$ cat config.mk
export PLATFORM = sky130hd
export DESIGN_NAME = scss_clock_select
export DESIGN_NICKNAME = d
export VERILOG_FILES = /design/src/rtl/scss_pkg.sv /design/src/rtl/scss_clock_select.sv /design/src/rtl/scss_startup_timer.sv /design/src/rtl/scss_failsafe_monitor.sv
export SDC_FILE = /design/constraint.sdc
export NUM_CORES = 1
export LEC_CHECK = 0
export ABC_CLOCK_PERIOD_IN_PS = 2500
export BUFFER_PORTS_ARGS = -buffer_cell sky130_fd_sc_hd__buf_4
export CAP_MARGIN = 10
export CORE_ASPECT_RATIO = 0.6
export CORE_UTILIZATION = 50
export CTS_BUF_LIST = sky130_fd_sc_hd__clkbuf_2
export CTS_CLUSTER_SIZE = 25
export DETAILED_ROUTE_END_ITERATION = 12
export PLACE_DENSITY_LB_ADDON = 0.2
export SYNTH_ARGS = -nofsm -noshare
export SYNTH_HDL_FRONTEND = slang
export SYNTH_SLANG_ARGS = --single-unit
$ cat constraint.sdc
create_clock -name clk -period 2.5 [get_ports clk]
set_input_delay 0.25 -clock clk [delete_from_list [all_inputs] [get_ports clk]]
set_output_delay 0.25 -clock clk [all_outputs]
set_load 0.02 [all_outputs]
$ cat src/rtl/scss_pkg.sv
// Shared constants, types and decode functions of the clock source selector
package scss_pkg;

  // ----------------------------------------------------------------
  // Register port geometry and offsets
  // ----------------------------------------------------------------
  localparam int unsigned ADDR_W = 4;
  localparam int unsigned DATA_W = 16;
  localparam logic [ADDR_W-1:0] REG_CTRL = 4'h0;
  localparam logic [ADDR_W-1:0] REG_STAT = 4'h4;
  localparam logic [ADDR_W-1:0] REG_ISTAT = 4'h8;
  localparam logic [ADDR_W-1:0] REG_IMASK = 4'hC;

  // Field positions
  localparam int unsigned SRC_LSB = 0;
  localparam int unsigned DIV_LSB = 4;
  localparam int unsigned CTRL_HOLD_BIT = 8;
  localparam int unsigned STAT_NEW_SOURCE_READY_FLAG_BIT = 8;
  localparam int unsigned STAT_DONE_BIT = 9;
  localparam int unsigned STAT_FAIL_BIT = 10;
  localparam int unsigned STAT_STARTUP_BIT = 11;
  localparam int unsigned IRQ_W = 2;
  localparam int unsigned IRQ_SWITCH_BIT = 0;
  localparam int unsigned IRQ_FAIL_BIT = 1;

  // ----------------------------------------------------------------
  // Clock sources, reset selections, dividers, external modes
  // ----------------------------------------------------------------
  localparam logic [2:0] SRC_HF_PLL = 3'h0;
  localparam logic [2:0] SRC_EXT_PLL = 3'h2;
  localparam logic [2:0] SRC_LF = 3'h5;
  localparam logic [2:0] SRC_HF = 3'h6;
  localparam logic [2:0] SRC_EXT = 3'h7;
  localparam logic [2:0] RST_SEL_HF_32MHZ = 3'h0;
  localparam logic [2:0] RST_SEL_HF_1MHZ = 3'h6;
  localparam logic [3:0] DIV_NONE = 4'h0;
  localparam logic [3:0] DIV_HF_1MHZ = 4'h5;
  localparam logic [2:0] MODE_EXT_CLOCK_HIGH_POWER = 3'h7;
  localparam logic [2:0] MODE_EXT_CLOCK_MEDIUM_POWER = 3'h6;
  localparam logic [2:0] MODE_EXT_CLOCK_LOW_POWER = 3'h5;
  localparam logic [2:0] MODE_OFF = 3'h4;
  localparam logic [2:0] MODE_HIGH_GAIN_CRYSTAL = 3'h2;
  localparam logic [2:0] MODE_MEDIUM_GAIN_CRYSTAL = 3'h1;
  localparam logic [2:0] MODE_LOW_POWER_CRYSTAL = 3'h0;

  // Timing defaults: start-up counts in external clock edges, fail-safe window in clk cycles
  localparam int unsigned STARTUP_COUNT_DEFAULT = 1024;
  localparam int unsigned EXT_CLOCK_QUAL_COUNT = 1;
  localparam int unsigned FAILSAFE_WINDOW_DEFAULT = 64;
  localparam int unsigned COUNT_W = 16;

  typedef enum logic [1:0] {ST_BOOT, ST_IDLE, ST_WAIT, ST_HOLD} scss_state_t;

  // Source runs from the external pin
  function automatic logic is_ext(input logic [2:0] src);
    return (src == SRC_EXT) || (src == SRC_EXT_PLL);
  endfunction : is_ext

  // Source runs through a PLL
  function automatic logic is_pll(input logic [2:0] src);
    return (src == SRC_EXT_PLL) || (src == SRC_HF_PLL);
  endfunction : is_pll

  // External mode needs a crystal or resonator
  function automatic logic is_crystal(input logic [2:0] mode);
    return (mode == MODE_HIGH_GAIN_CRYSTAL) ||
           (mode == MODE_MEDIUM_GAIN_CRYSTAL) ||
           (mode == MODE_LOW_POWER_CRYSTAL);
  endfunction : is_crystal

endpackage : scss_pkg

$ cat src/rtl/scss_clock_select.sv
// System clock source selector with switch control and fail-safe fallback
//
// Operation
// - Reset picks start clock from reset selection
// - Reset offers LF, HF 1MHz, HF 32MHz
// - External mode field chooses the external mode
// - External clocks: low, medium, high power
// - Crystal classes: low power, medium, high gain
// - Clock modes direct, crystal modes drive amplifier
// - Lost external clock falls back to internal
// - Crystal unused until start-up timer done
// - Software picks source while running
// - Internal block gives low and high clocks
// - Sources direct or through PLL, software-chosen
// - Old clock runs until new one ready
// - Ready sets flags and clock-switch interrupt
// - Hold bit suspends switch on old clock
// - Switch updates current, sets done, clears ready
`timescale 1ns/10ps
module scss_clock_select #(
  parameter int unsigned STARTUP_COUNT = scss_pkg::STARTUP_COUNT_DEFAULT,
  parameter int unsigned FAILSAFE_WINDOW = scss_pkg::FAILSAFE_WINDOW_DEFAULT
) (
  input wire logic clk,
  input wire logic reset,
  input wire logic [2:0] reset_clock_select,
  input wire logic [2:0] external_osc_mode_select,
  input wire logic ext_clk_in,
  input wire logic pll_lock_in,
  input wire logic [scss_pkg::ADDR_W-1:0] addr,
  input wire logic [scss_pkg::DATA_W-1:0] wr_data,
  input wire logic wr_en,
  input wire logic rd_en,
  output logic [scss_pkg::DATA_W-1:0] rd_data,
  output logic [2:0] current_clock_source,
  output logic [3:0] current_divider,
  output logic [2:0] ext_osc_mode,
  output logic ext_osc_enable,
  output logic crystal_drive_enable,
  output logic ext_clock_direct,
  output logic pll_enable,
  output logic irq
);

  // ----------------------------------------------------------------
  // State
  // ----------------------------------------------------------------
  localparam int unsigned IRQ_W_L = scss_pkg::IRQ_W;
  typedef struct packed {
    logic [1:0] ext_sync;
    logic ext_prev;
    logic [1:0] lock_sync;
    scss_pkg::scss_state_t st;
    logic [2:0] cur_src;
    logic [3:0] cur_div;
    logic [2:0] req_src;
    logic [3:0] req_div;
    logic hold;
    logic [2:0] mode;
    logic new_source_ready_flag;
    logic done;
    logic [IRQ_W_L-1:0] istat;
    logic [IRQ_W_L-1:0] imask;
    logic [scss_pkg::DATA_W-1:0] rdata;
  } scss_regs_t;

  localparam logic [scss_pkg::COUNT_W-1:0] STARTUP_TERM =
    scss_pkg::COUNT_W'(STARTUP_COUNT);
  localparam logic [scss_pkg::COUNT_W-1:0] EXT_TERM =
    scss_pkg::COUNT_W'(scss_pkg::EXT_CLOCK_QUAL_COUNT);

  scss_regs_t r;
  scss_regs_t next_r;
  logic ext_edge;
  logic startup_done;
  logic fs_fail;
  logic fs_event;
  logic timer_enable;
  logic new_ready;
  logic ctrl_write;
  logic [2:0] boot_src;
  logic [3:0] boot_div;
  logic [2:0] wr_src;
  logic [3:0] wr_div;
  logic [IRQ_W_L-1:0] irq_set;

  // ----------------------------------------------------------------
  // Reset-time source decode
  // ----------------------------------------------------------------
  // Unlisted codes land on HF 1 MHz, the safe internal default
  always_comb begin
    boot_src = scss_pkg::SRC_HF;
    boot_div = scss_pkg::DIV_HF_1MHZ;
    case (reset_clock_select)
      scss_pkg::RST_SEL_HF_32MHZ: begin
        boot_src = scss_pkg::SRC_HF_PLL;
        boot_div = scss_pkg::DIV_NONE;
      end
      scss_pkg::SRC_LF, scss_pkg::SRC_EXT, scss_pkg::SRC_EXT_PLL: begin
        boot_src = reset_clock_select;
        boot_div = scss_pkg::DIV_NONE;
      end
      default: begin
        boot_src = scss_pkg::SRC_HF;
        boot_div = scss_pkg::DIV_HF_1MHZ;
      end
    endcase
  end

  // ----------------------------------------------------------------
  // External clock qualification and supervision
  // ----------------------------------------------------------------
  // Sampled on clk, so only external clocks below 25 MHz are seen
  assign ext_edge = r.ext_sync[1] && !r.ext_prev;
  assign timer_enable = (r.st != scss_pkg::ST_BOOT) &&
    (r.mode != scss_pkg::MODE_OFF) &&
    (scss_pkg::is_ext(r.cur_src) || scss_pkg::is_ext(r.req_src));

  scss_startup_timer #(
    .COUNT_W(scss_pkg::COUNT_W)
  ) u_crystal_startup_timer (
    .clk(clk),
    .reset(reset),
    .enable(timer_enable),
    .edge_pulse(ext_edge),
    .terminal(scss_pkg::is_crystal(r.mode) ? STARTUP_TERM : EXT_TERM),
    .done(startup_done)
  );

  scss_failsafe_monitor #(
    .WINDOW(FAILSAFE_WINDOW)
  ) u_failsafe_clock_monitor (
    .clk(clk),
    .reset(reset),
    .enable(timer_enable && startup_done),
    .edge_pulse(ext_edge),
    .clear(ctrl_write),
    .fail(fs_fail),
    .fail_event(fs_event)
  );

  // Requested source ready: external qualified, PLL locked
  assign new_ready = (!scss_pkg::is_ext(r.req_src) ||
    (startup_done && !fs_fail)) &&
    (!scss_pkg::is_pll(r.req_src) || r.lock_sync[1]);
  assign ctrl_write = wr_en && (addr == scss_pkg::REG_CTRL);
  assign wr_src = wr_data[scss_pkg::SRC_LSB +: 3];
  assign wr_div = wr_data[scss_pkg::DIV_LSB +: 4];

  // ----------------------------------------------------------------
  // Next-state logic
  // ----------------------------------------------------------------
  always_comb begin
    next_r = r;
    irq_set = '0;
    next_r.ext_sync = {r.ext_sync[0], ext_clk_in};
    next_r.ext_prev = r.ext_sync[1];
    next_r.lock_sync = {r.lock_sync[0], pll_lock_in};
    next_r.rdata = '0;
    case (r.st)
      scss_pkg::ST_BOOT: begin
        next_r.mode = external_osc_mode_select;
        next_r.req_src = boot_src;
        next_r.req_div = boot_div;
        next_r.cur_div = boot_div;
        if (scss_pkg::is_ext(boot_src) &&
            scss_pkg::is_crystal(external_osc_mode_select)) begin
          next_r.cur_src = scss_pkg::SRC_HF;
          next_r.st = scss_pkg::ST_WAIT;
        end else begin
          next_r.cur_src = boot_src;
          next_r.st = scss_pkg::ST_IDLE;
        end
      end
      scss_pkg::ST_WAIT: begin
        if (new_ready) begin
          next_r.new_source_ready_flag = 1'b1;
          irq_set[scss_pkg::IRQ_SWITCH_BIT] = 1'b1;
          next_r.st = scss_pkg::ST_HOLD;
        end
      end
      scss_pkg::ST_HOLD: begin
        if (!r.hold) begin
          next_r.cur_src = r.req_src;
          next_r.cur_div = r.req_div;
          next_r.done = 1'b1;
          next_r.new_source_ready_flag = 1'b0;
          next_r.st = scss_pkg::ST_IDLE;
        end
      end
      scss_pkg::ST_IDLE: begin
        next_r.st = scss_pkg::ST_IDLE;
      end
      default: begin
        next_r.st = scss_pkg::ST_IDLE;
      end
    endcase
    // Software request; a hold-only write leaves a pending switch alone
    if (ctrl_write && r.st != scss_pkg::ST_BOOT) begin
      next_r.hold = wr_data[scss_pkg::CTRL_HOLD_BIT];
      if (wr_src != r.req_src || wr_div != r.req_div) begin
        next_r.req_src = wr_src;
        next_r.req_div = wr_div;
        next_r.new_source_ready_flag = 1'b0;
        if (wr_src == r.cur_src && wr_div == r.cur_div) begin
          next_r.st = scss_pkg::ST_IDLE;
        end else begin
          next_r.done = 1'b0;
          next_r.st = scss_pkg::ST_WAIT;
        end
      end
    end
    // Fallback wins over any switch in the same cycle
    if (fs_fail && scss_pkg::is_ext(r.cur_src)) begin
      next_r.cur_src = scss_pkg::SRC_HF;
      next_r.cur_div = scss_pkg::DIV_HF_1MHZ;
    end
    irq_set[scss_pkg::IRQ_FAIL_BIT] = fs_event;
    // Read clears status, but an event in the same cycle survives
    if (rd_en && addr == scss_pkg::REG_ISTAT) begin
      next_r.istat = irq_set;
    end else begin
      next_r.istat = r.istat | irq_set;
    end
    if (wr_en && addr == scss_pkg::REG_IMASK) begin
      next_r.imask = wr_data[IRQ_W_L-1:0];
    end
    // Read data for the cycle after the strobe; unmapped reads zero
    if (rd_en) begin
      case (addr)
        scss_pkg::REG_CTRL: begin
          next_r.rdata[scss_pkg::SRC_LSB +: 3] = r.req_src;
          next_r.rdata[scss_pkg::DIV_LSB +: 4] = r.req_div;
          next_r.rdata[scss_pkg::CTRL_HOLD_BIT] = r.hold;
        end
        scss_pkg::REG_STAT: begin
          next_r.rdata[scss_pkg::SRC_LSB +: 3] = r.cur_src;
          next_r.rdata[scss_pkg::DIV_LSB +: 4] = r.cur_div;
          next_r.rdata[scss_pkg::STAT_NEW_SOURCE_READY_FLAG_BIT] = r.new_source_ready_flag;
          next_r.rdata[scss_pkg::STAT_DONE_BIT] = r.done;
          next_r.rdata[scss_pkg::STAT_FAIL_BIT] = fs_fail;
          next_r.rdata[scss_pkg::STAT_STARTUP_BIT] = startup_done;
        end
        scss_pkg::REG_ISTAT: begin
          next_r.rdata[IRQ_W_L-1:0] = r.istat;
        end
        scss_pkg::REG_IMASK: begin
          next_r.rdata[IRQ_W_L-1:0] = r.imask;
        end
        default: begin
          next_r.rdata = '0;
        end
      endcase
    end
  end

  // Reset state: internal HF 1 MHz until the selection is captured
  always_ff @(posedge clk or posedge reset) begin
    if (reset) begin
      r <= '{st: scss_pkg::ST_BOOT, cur_src: scss_pkg::SRC_HF,
             cur_div: scss_pkg::DIV_HF_1MHZ, req_src: scss_pkg::SRC_HF,
             req_div: scss_pkg::DIV_HF_1MHZ, mode: scss_pkg::MODE_OFF,
             default: '0};
    end else begin
      r <= next_r;
    end
  end

  // ----------------------------------------------------------------
  // Outputs
  // ----------------------------------------------------------------
  assign rd_data = r.rdata;
  assign current_clock_source = r.cur_src;
  assign current_divider = r.cur_div;
  assign ext_osc_mode = r.mode;
  assign ext_osc_enable = timer_enable;
  assign crystal_drive_enable = timer_enable &&
    scss_pkg::is_crystal(r.mode);
  assign ext_clock_direct = timer_enable &&
    !scss_pkg::is_crystal(r.mode);
  assign pll_enable = scss_pkg::is_pll(r.cur_src) ||
    scss_pkg::is_pll(r.req_src);
  assign irq = |(r.istat & r.imask);
endmodule : scss_clock_select

$ cat src/rtl/scss_startup_timer.sv
// Start-up qualification counter for the external oscillator
`timescale 1ns/10ps
module scss_startup_timer #(
  parameter int unsigned COUNT_W = scss_pkg::COUNT_W
) (
  input wire logic clk,
  input wire logic reset,
  input wire logic enable,
  input wire logic edge_pulse,
  input wire logic [COUNT_W-1:0] terminal,
  output logic done
);

  typedef struct packed {
    logic [COUNT_W-1:0] count;
    logic done;
  } scss_timer_t;

  scss_timer_t r;
  scss_timer_t next_r;

  // Count edges while enabled; disabling restarts qualification
  always_comb begin
    next_r = r;
    if (!enable) begin
      next_r = '0;
    end else if (edge_pulse && !r.done) begin
      next_r.count = r.count + 1'b1;
      if (r.count + 1'b1 >= terminal) begin
        next_r.done = 1'b1;
      end
    end
  end

  always_ff @(posedge clk or posedge reset) begin
    if (reset) begin
      r <= '0;
    end else begin
      r <= next_r;
    end
  end

  assign done = r.done;
endmodule : scss_startup_timer

$ cat src/rtl/scss_failsafe_monitor.sv
// Watchdog on the external clock edges, latching a failure
`timescale 1ns/10ps
module scss_failsafe_monitor #(
  parameter int unsigned WINDOW = scss_pkg::FAILSAFE_WINDOW_DEFAULT
) (
  input wire logic clk,
  input wire logic reset,
  input wire logic enable,
  input wire logic edge_pulse,
  input wire logic clear,
  output logic fail,
  output logic fail_event
);

  localparam logic [scss_pkg::COUNT_W-1:0] LIMIT =
    scss_pkg::COUNT_W'(WINDOW - 1);

  typedef struct packed {
    logic [scss_pkg::COUNT_W-1:0] idle;
    logic fail;
  } scss_fsmon_t;

  scss_fsmon_t r;
  scss_fsmon_t next_r;
  logic trip;

  // Any edge restarts the window; failure stays until cleared
  always_comb begin
    next_r = r;
    trip = 1'b0;
    if (!enable || edge_pulse) begin
      next_r.idle = '0;
    end else if (r.idle == LIMIT) begin
      trip = !r.fail;
    end else begin
      next_r.idle = r.idle + 1'b1;
    end
    if (trip) begin
      next_r.fail = 1'b1;
    end else if (clear) begin
      next_r.fail = 1'b0;
    end
  end

  always_ff @(posedge clk or posedge reset) begin
    if (reset) begin
      r <= '0;
    end else begin
      r <= next_r;
    end
  end

  assign fail = r.fail;
  assign fail_event = trip;
endmodule : scss_failsafe_monitor

==> run_results.csv, run 1 <==
group,metric,value,unit
finish,fill_cells,693,
finish,layout-drive-gt1-share,0.221,
synth,synthArstFlopShare,1.00,
worst_setup_path,cp-end-kind,"primary output",
synth,synth_top_area_share,0.397,
pwr,combPwrFrac,0.313,
sta,fmax,418,MHz
synth,ys_seq_area_frac,0.453,
clock_tree,cts_num_sinks,76,
clock_tree,root_buffer,"clkbuf_2",
clock_tree,tritoncts,"built",
sta,fin_crit_sh,0.956,
die,fp.dieW,121,um
die,io_pins,63,
clock_tree,cts.clk_slew.worst_paths,0.19,ns
synth,yosys-top-cells-area,"dfrtp_1 40%, dfstp_2 5.6%, xor2_1 4.8%, buf_4 4.6%, nand2_1 4.4%",
worst_setup_path,cp.required,2.25,ns
synth,synth_edf_count,0,
worst_setup_path,crit_buf_inv,3,
finish,area_growth,15.5,%
route,wl_per_cell,16.2,um
global_route,overflow,0,
worst_setup_path,crit_family,"flip-flops",
route,via_per_inst,5.62,
min_path,worstHoldPathType,"in -> reg",
pwr,p_clk_frac,0.200,
route,dr.pass1.iters,5,
worst_setup_path,cp_slowest_cell,"dfrtp_1",
route,drtIter0Drc,361,
placed_design,gp_congestion,0.853,
worst_setup_path,worstPathArrival,2.14,ns
sta,setup-violations-final,0,
synth,ys_ff_latch,76,
sta,slew-limit-headroom,0.542,
clock_tree,clk_path_buf_depth,2,
route,drtAntennaViolNets,0,
worst_setup_path,critPathMaxFanout,10,
sta,worst_hold_slack,0.0491,ns
pwr,p_int,2070,uW
pwr,p_leak,0.00212,uW
synth,yosysTopAreaCell,"dfrtp_1",
finish,fin_nets,529,
route,vias,3407,
worst_setup_path,crit_path_start_kind,"flip-flop",
worst_setup_path,path_class,"reg -> out",
finish,most-common-layout-cells,"66 x dfrtp_1, 62 x buf_4, 49 x nand2_1",
sta,finalHoldViolCount,0,
pwr,p_seq_frac,0.487,
die,die_area,8830,sq um
finish,n_antenna_cell,0,
placed_design,post-dp-hpwl,7.07,mm
die,core,8040,sq um
pwr,switching_share,0.366,
global_route,grt_pass1_wl,15.7,mm
die,start_util,0.525,
placed_design,portBuffers,49,
sta,worstMarginPinSlew,0.686,ns
sta,fin_setup_tns,0,ns
worst_setup_path,crit_chain,"xnor2_1 > a22oi_1 > a211o_1 > buf_4 > inv_1 > buf_4",
synth,synth_cells,440,
die,num_rows,25,
sta,fin_crit,2.39,ns
pwr,ir_drop,0.558,mV
synth,netlist_area,4220,sq um
synth,synth.avg_cell_area,9.60,sq um
finish,layout_commonest_cell,"dfrtp_1",
die,die_h,73.2,um
flow_run,maxCapViolCount,0,
global_route,grt_pass1_vias,3060,
pwr,switching_power,1200,uW
clock_tree,h-tree-depth,3,
synth,ys_warn_count,0,
sta,fin_skew,0.0302,ns
synth,synth.distinct_cells,62,
status,outcome,"finished, final reports clean",
route,route.detailed.drc,0,
route,routed_wl,9.80,mm
synth,synth_flop_cell,"dfrtp_1",
sta,grt_setup_unrepaired,"false",
pwr,power-per-cell-area,671,nW/um^2
global_route,track_usage,0.236,
clock_tree,worstSkewPairLatency,0.55,ns
sta,maxSlewViolCount,0,
worst_setup_path,cpMostUsedCell,"buf_4",
global_route,antenna_found_initial,0,
clock_tree,cts_made_buffers,9,
global_route,grt_max_degree,33,
worst_setup_path,critPathMaxStageDelay,0.53,ns
-- layout make-up --
type	instances	area, sq um	area share
Tap cell	108	135	0.0277
Timing Repair Buffer	81	666	0.136
Multi-Input combinational cell	320	2040	0.418
Clock buffer	10	50.0	0.0103
Inverter	5	18.8	0.00385
Clock inverter	6	55.1	0.0113
Sequential cell	76	1910	0.393
-- worst min-delay path: cells and delay by family --
kind / cells / cell delay [ns]
AO/OA/AOI/OAI: 1 / 0.06
buffers and inverters: 1 / 0.10
AND/OR/NAND/NOR: 2 / 0.16
-- cells by family after synthesis --
| group | Yosys count | synth area share |
|---|---|---|
| AND/OR/NAND/NOR | 179 | 0.225 |
| AO/OA/AOI/OAI | 82 | 0.133 |
| flip-flops | 76 | 0.453 |
| buffers and inverters | 48 | 0.0696 |
| XOR/XNOR | 44 | 0.0913 |
| multiplexers | 6 | 0.0154 |
| adder cells (fa/ha/maj) | 4 | 0.0119 |
| other | 1 | 0.000888 |
-- power groups by stage --
stage / combinational [uW] / sequential [uW] / clock (uW)
3_3_place_gp: 963 / 1600 / 0
4_1_cts: 1020 / 1580 / 669
6_report: 1020 / 1590 / 655
3_5_place_dp: 980 / 1610 / 0
2_1_floorplan: 722 / 1540 / 0
5_1_grt: 1120 / 1610 / 705
-- metrics by stage --
stage	area, sq um	total power (uW)	utilization	instances	worst slack [ns]
2_1_floorplan	4240	2260	-	444	0.188
3_3_place_gp	4580	2570	0.569	571	0.238
3_5_place_dp	4580	2590	0.569	571	0.194
4_1_cts	4870	3270	0.606	606	0.0316
5_1_grt	4880	3440	0.607	606	0.0000502
6_report	4880	3270	0.607	606	0.110
-- sequential cells by signal (all words and copies together) (netlist names) --
| name | count |
|---|---|
| u_failsafe_clock_monitor.r | 16 |
| next_r | 3 |
| current_divider | 4 |
| ext_osc_mode | 3 |
| u_crystal_startup_timer.r | 16 |
| r | 18 |
| u_failsafe_clock_monitor.fail | 1 |
| u_crystal_startup_timer.done | 1 |
| current_clock_source | 3 |
| rd_data | 11 |
-- synth_stat cells, types with 2 or more instances --
master,n
o22ai_1,2
o41ai_1,2
clkbuf_1,9
nor4_2,2
nand3_1,15
o211ai_1,2
xnor2_1,21
nor2b_1,6
ha_1,4
o21ai_0,13
nand3b_1,2
or3b_1,2
nor4_4,3
nand4_1,12
nand2b_1,5
nor4_1,2
or3_1,6
and3_1,9
nor2_1,44
buf_2,7
a31oi_1,5
a21o_1,3
buf_4,26
inv_1,5
a211oi_1,2
nor3_1,10
o21ai_1,8
a21oi_1,17
nor3_2,2
nand2_1,49
and2_0,2
a21boi_0,2
xor2_1,23
dfstp_2,9
a22oi_1,11
mux2_2,4
a211o_1,2
mux2i_1,2
dfrtp_1,67
-- routing by layer --
layer / up-vias / wire length (um) / GRT usage / part of all wire
met5: - / 0 / 0 / 0
met4: 0 / 67 / 0.0549 / 0.0068
met3: 9 / 903 / 0.0703 / 0.092
met2: 154 / 3780 / 0.296 / 0.39
met1: 1623 / 5050 / 0.382 / 0.52
li1: 1621 / - / - / -
-- path summary, 6_finish.rpt --
| kind | slack, ns | end | from | depth (start not counted) |
|---|---|---|---|---|
| worst max-delay path | 0.11 | ext_osc_enable | current_clock_source[0] | 6 |
| worst min-delay path | 0.05 | rd_data[1] | addr[1] | 4 |
| worst max register to register | 0.16 | u_crystal_startup_timer.done | u_crystal_startup_timer.r[2] | 8 |
| worst min register to register | 0.39 | next_r[44] | next_r[46] | 0 |
| max in group asynchronous | 1.48 | ext_osc_mode[0] | reset | 4 |
| min in group asynchronous | 0.34 | u_crystal_startup_timer.r[13] | reset | 3 |
-- timing repair --
action,CTS,global route
endpoints found under the hold margin,43,0
endpoints found under the setup margin,1,2
hold buffers,18,0
gates resized for setup,0,2
setup buffers,1,0
(Power assumes the default switching activity.)
==> run 2: changes to the inputs <==
--- a/config.mk
+++ b/config.mk
@@ -13,7 +13,7 @@
 export CTS_BUF_LIST = sky130_fd_sc_hd__clkbuf_2
 export CTS_CLUSTER_SIZE = 25
 export DETAILED_ROUTE_END_ITERATION = 12
-export PLACE_DENSITY_LB_ADDON = 0.2
+export PLACE_DENSITY = 0.72
 export SYNTH_ARGS = -nofsm -noshare
 export SYNTH_HDL_FRONTEND = slang
 export SYNTH_SLANG_ARGS = --single-unit
==> run_results.csv, run 2 (synthesis results as in run 1) <==
group,metric,value,unit
finish,layout_commonest_cell,"dfrtp_1",
min_path,holdPathStages,4,
route,routed_wl,10.2,mm
die,fp.dieW,121,um
clock_tree,cts.clk_slew.worst_paths,0.19,ns
flow_run,maxCapViolCount,0,
worst_setup_path,cp-end-kind,"primary output",
global_route,grt_pass1_vias,3108,
global_route,track_usage,0.247,
min_path,worstHoldPathType,"in -> reg",
route,drtIter0Drc,333,
min_path,hold_end,"current_clock_source[1]",
route,wl_per_cell,16.8,um
worst_setup_path,r2r_end,"u_crystal_startup_timer.done",
route,vias,3433,
worst_setup_path,r2r-start,"ext_osc_mode[0]",
finish,most-common-layout-cells,"65 x dfrtp_1, 61 x buf_4, 49 x nand2_1",
sta,fin_skew,0.0241,ns
die,io_pins,63,
finish,largest_reg_flops,18,
sta,maxSlewViolCount,0,
finish,layout-drive-gt1-share,0.221,
worst_setup_path,crit_path_start_kind,"flip-flop",
placed_design,gp_congestion,0.941,
global_route,antenna_found_initial,0,
die,die_area,8830,sq um
clock_tree,cts_num_sinks,76,
route,route.detailed.drc,0,
finish,finish.utilization,0.608,
finish,area_growth,15.7,%
route,via_per_inst,5.66,
finish,fill_cells,684,
finish,fin_nets,530,
sta,worstMarginPinSlew,0.764,ns
die,die_h,73.2,um
sta,fin_crit,2.36,ns
die,start_util,0.525,
die,num_rows,25,
clock_tree,clk_path_buf_depth,2,
sta,fin_crit_sh,0.943,
pwr,totalPowerFinal,3290,uW
worst_setup_path,worstPathArrival,2.11,ns
route,drtAntennaViolNets,0,
clock_tree,root_buffer,"clkbuf_2",
finish,top_register,"r",
worst_setup_path,r2r_slack,0.15,ns
clock_tree,cts_made_buffers,9,
worst_setup_path,rr_worst_depth,8,
sta,setup-violations-final,0,
status,outcome,"finished, final reports clean",
clock_tree,h-tree-depth,3,
worst_setup_path,cp.required,2.25,ns
global_route,grt_pass1_wl,16.3,mm
die,core,8040,sq um
sta,fmax,424,MHz
global_route,overflow,0,
global_route,grt_max_degree,77,
sta,slew-limit-headroom,0.489,
placed_design,post-dp-hpwl,6.99,mm
finish,biggestRegsByFlops,"r x18, u_crystal_startup_timer.r x16, u_failsafe_clock_monitor.r x16",
clock_tree,worstSkewPairLatency,0.54,ns
pwr,ir_drop,0.725,mV
pwr,power-per-cell-area,675,nW/um^2
route,dr.pass1.iters,4,
worst_setup_path,critPathMaxFanout,6,
min_path,worstHoldStart,"reset_clock_select[1]",
placed_design,portBuffers,49,
worst_setup_path,critical_path.startpoint,"current_clock_source[0]",
sta,finalHoldViolCount,0,
clock_tree,tritoncts,"built",
pwr,p_leak,0.00213,uW
worst_setup_path,path_class,"reg -> out",
run 2: cell count changes in the layout (fill, tap and decap cells not counted):
cell           delta
clkbuf_2          +2
dlygate4sd3_1     +2
a2111oi_1         -1
a2111oi_2         +1
buf_4             -1
clkinv_1          -1
clkinv_2          -1
clkinvlp_4        -1
dfrtp_1           -1
dfrtp_2           +1
diode_2           +1
xnor2_1           +1
xnor2_2           -1
run 2: what timing repair did:
| action | in CTS | in global routing |
|---|---|---|
| hold endpoints to repair | 95 | 0 |
| pin swaps | 0 | 1 |
| buffers inserted | 2 | 1 |
| gates resized for setup | 0 | 3 |
| hold buffers | 20 | 0 |
| endpoints found under the setup margin | 1 | 2 |
run 2: layout make-up:
| cell class | count | area (sq um) | share of cell area |
|---|---|---|---|
| Antenna cell | 1 | 2.50 | 0.000512 |
| Inverter | 5 | 18.8 | 0.00384 |
| Sequential cell | 76 | 1920 | 0.392 |
| Clock inverter | 3 | 38.8 | 0.00794 |
| Clock buffer | 12 | 60.1 | 0.0123 |
| Tap cell | 108 | 135 | 0.0277 |
| Multi-Input combinational cell | 320 | 2040 | 0.417 |
| Timing Repair Buffer | 82 | 678 | 0.139 |
run 2: critical path, stage by stage (launching register included):
cell and delay, ns:
dfrtp_2 0.51, xnor2_1 0.23, a22oi_1 0.15, a211o_1 0.33, nor2_1 0.19, buf_4 0.18
run 2: worst max-delay path by stage:
stage / endpoint / slack (ns) / cells past startpoint
detailed placement: u_crystal_startup_timer.done / 0.11 / 8
global route: u_crystal_startup_timer.done / -0.01 / 8
floorplan: u_crystal_startup_timer.done / 0.19 / 9
finish: ext_clock_direct / 0.14 / 5
CTS: ext_osc_enable / 0.06 / 6
global placement: u_crystal_startup_timer.done / 0.20 / 8
run 2: stage by stage:
step           TNS, ns  worst slack (ns)  hold WS [ns]  cell area [sq um]  instances
6_report             0             0.143         0.124               4880        607
5_1_grt        -0.0148           -0.0148         0.115               4880        606
3_3_place_gp         0             0.197         0.337               4550        568
2_1_floorplan        0             0.188         0.281               4240        444
3_5_place_dp         0             0.111         0.336               4550        568
4_1_cts              0            0.0574        0.0747               4870        605
run 2: report_power, final:
| group | switching, uW | internal [uW] |
|---|---|---|
| Sequential | 198 | 1400 |
| Combinational | 595 | 454 |
| Clock | 412 | 234 |
run 2: per-layer routing:
| metal | up-vias | GRT usage | routed length, um |
|---|---|---|---|
| met1 | 1660 | 0.383 | 5200 |
| met4 | 0 | 0.0960 | 134 |
| met5 | - | 0 | 0 |
| li1 | 1623 | - | - |
| met2 | 137 | 0.322 | 4020 |
| met3 | 13 | 0.0625 | 821 |
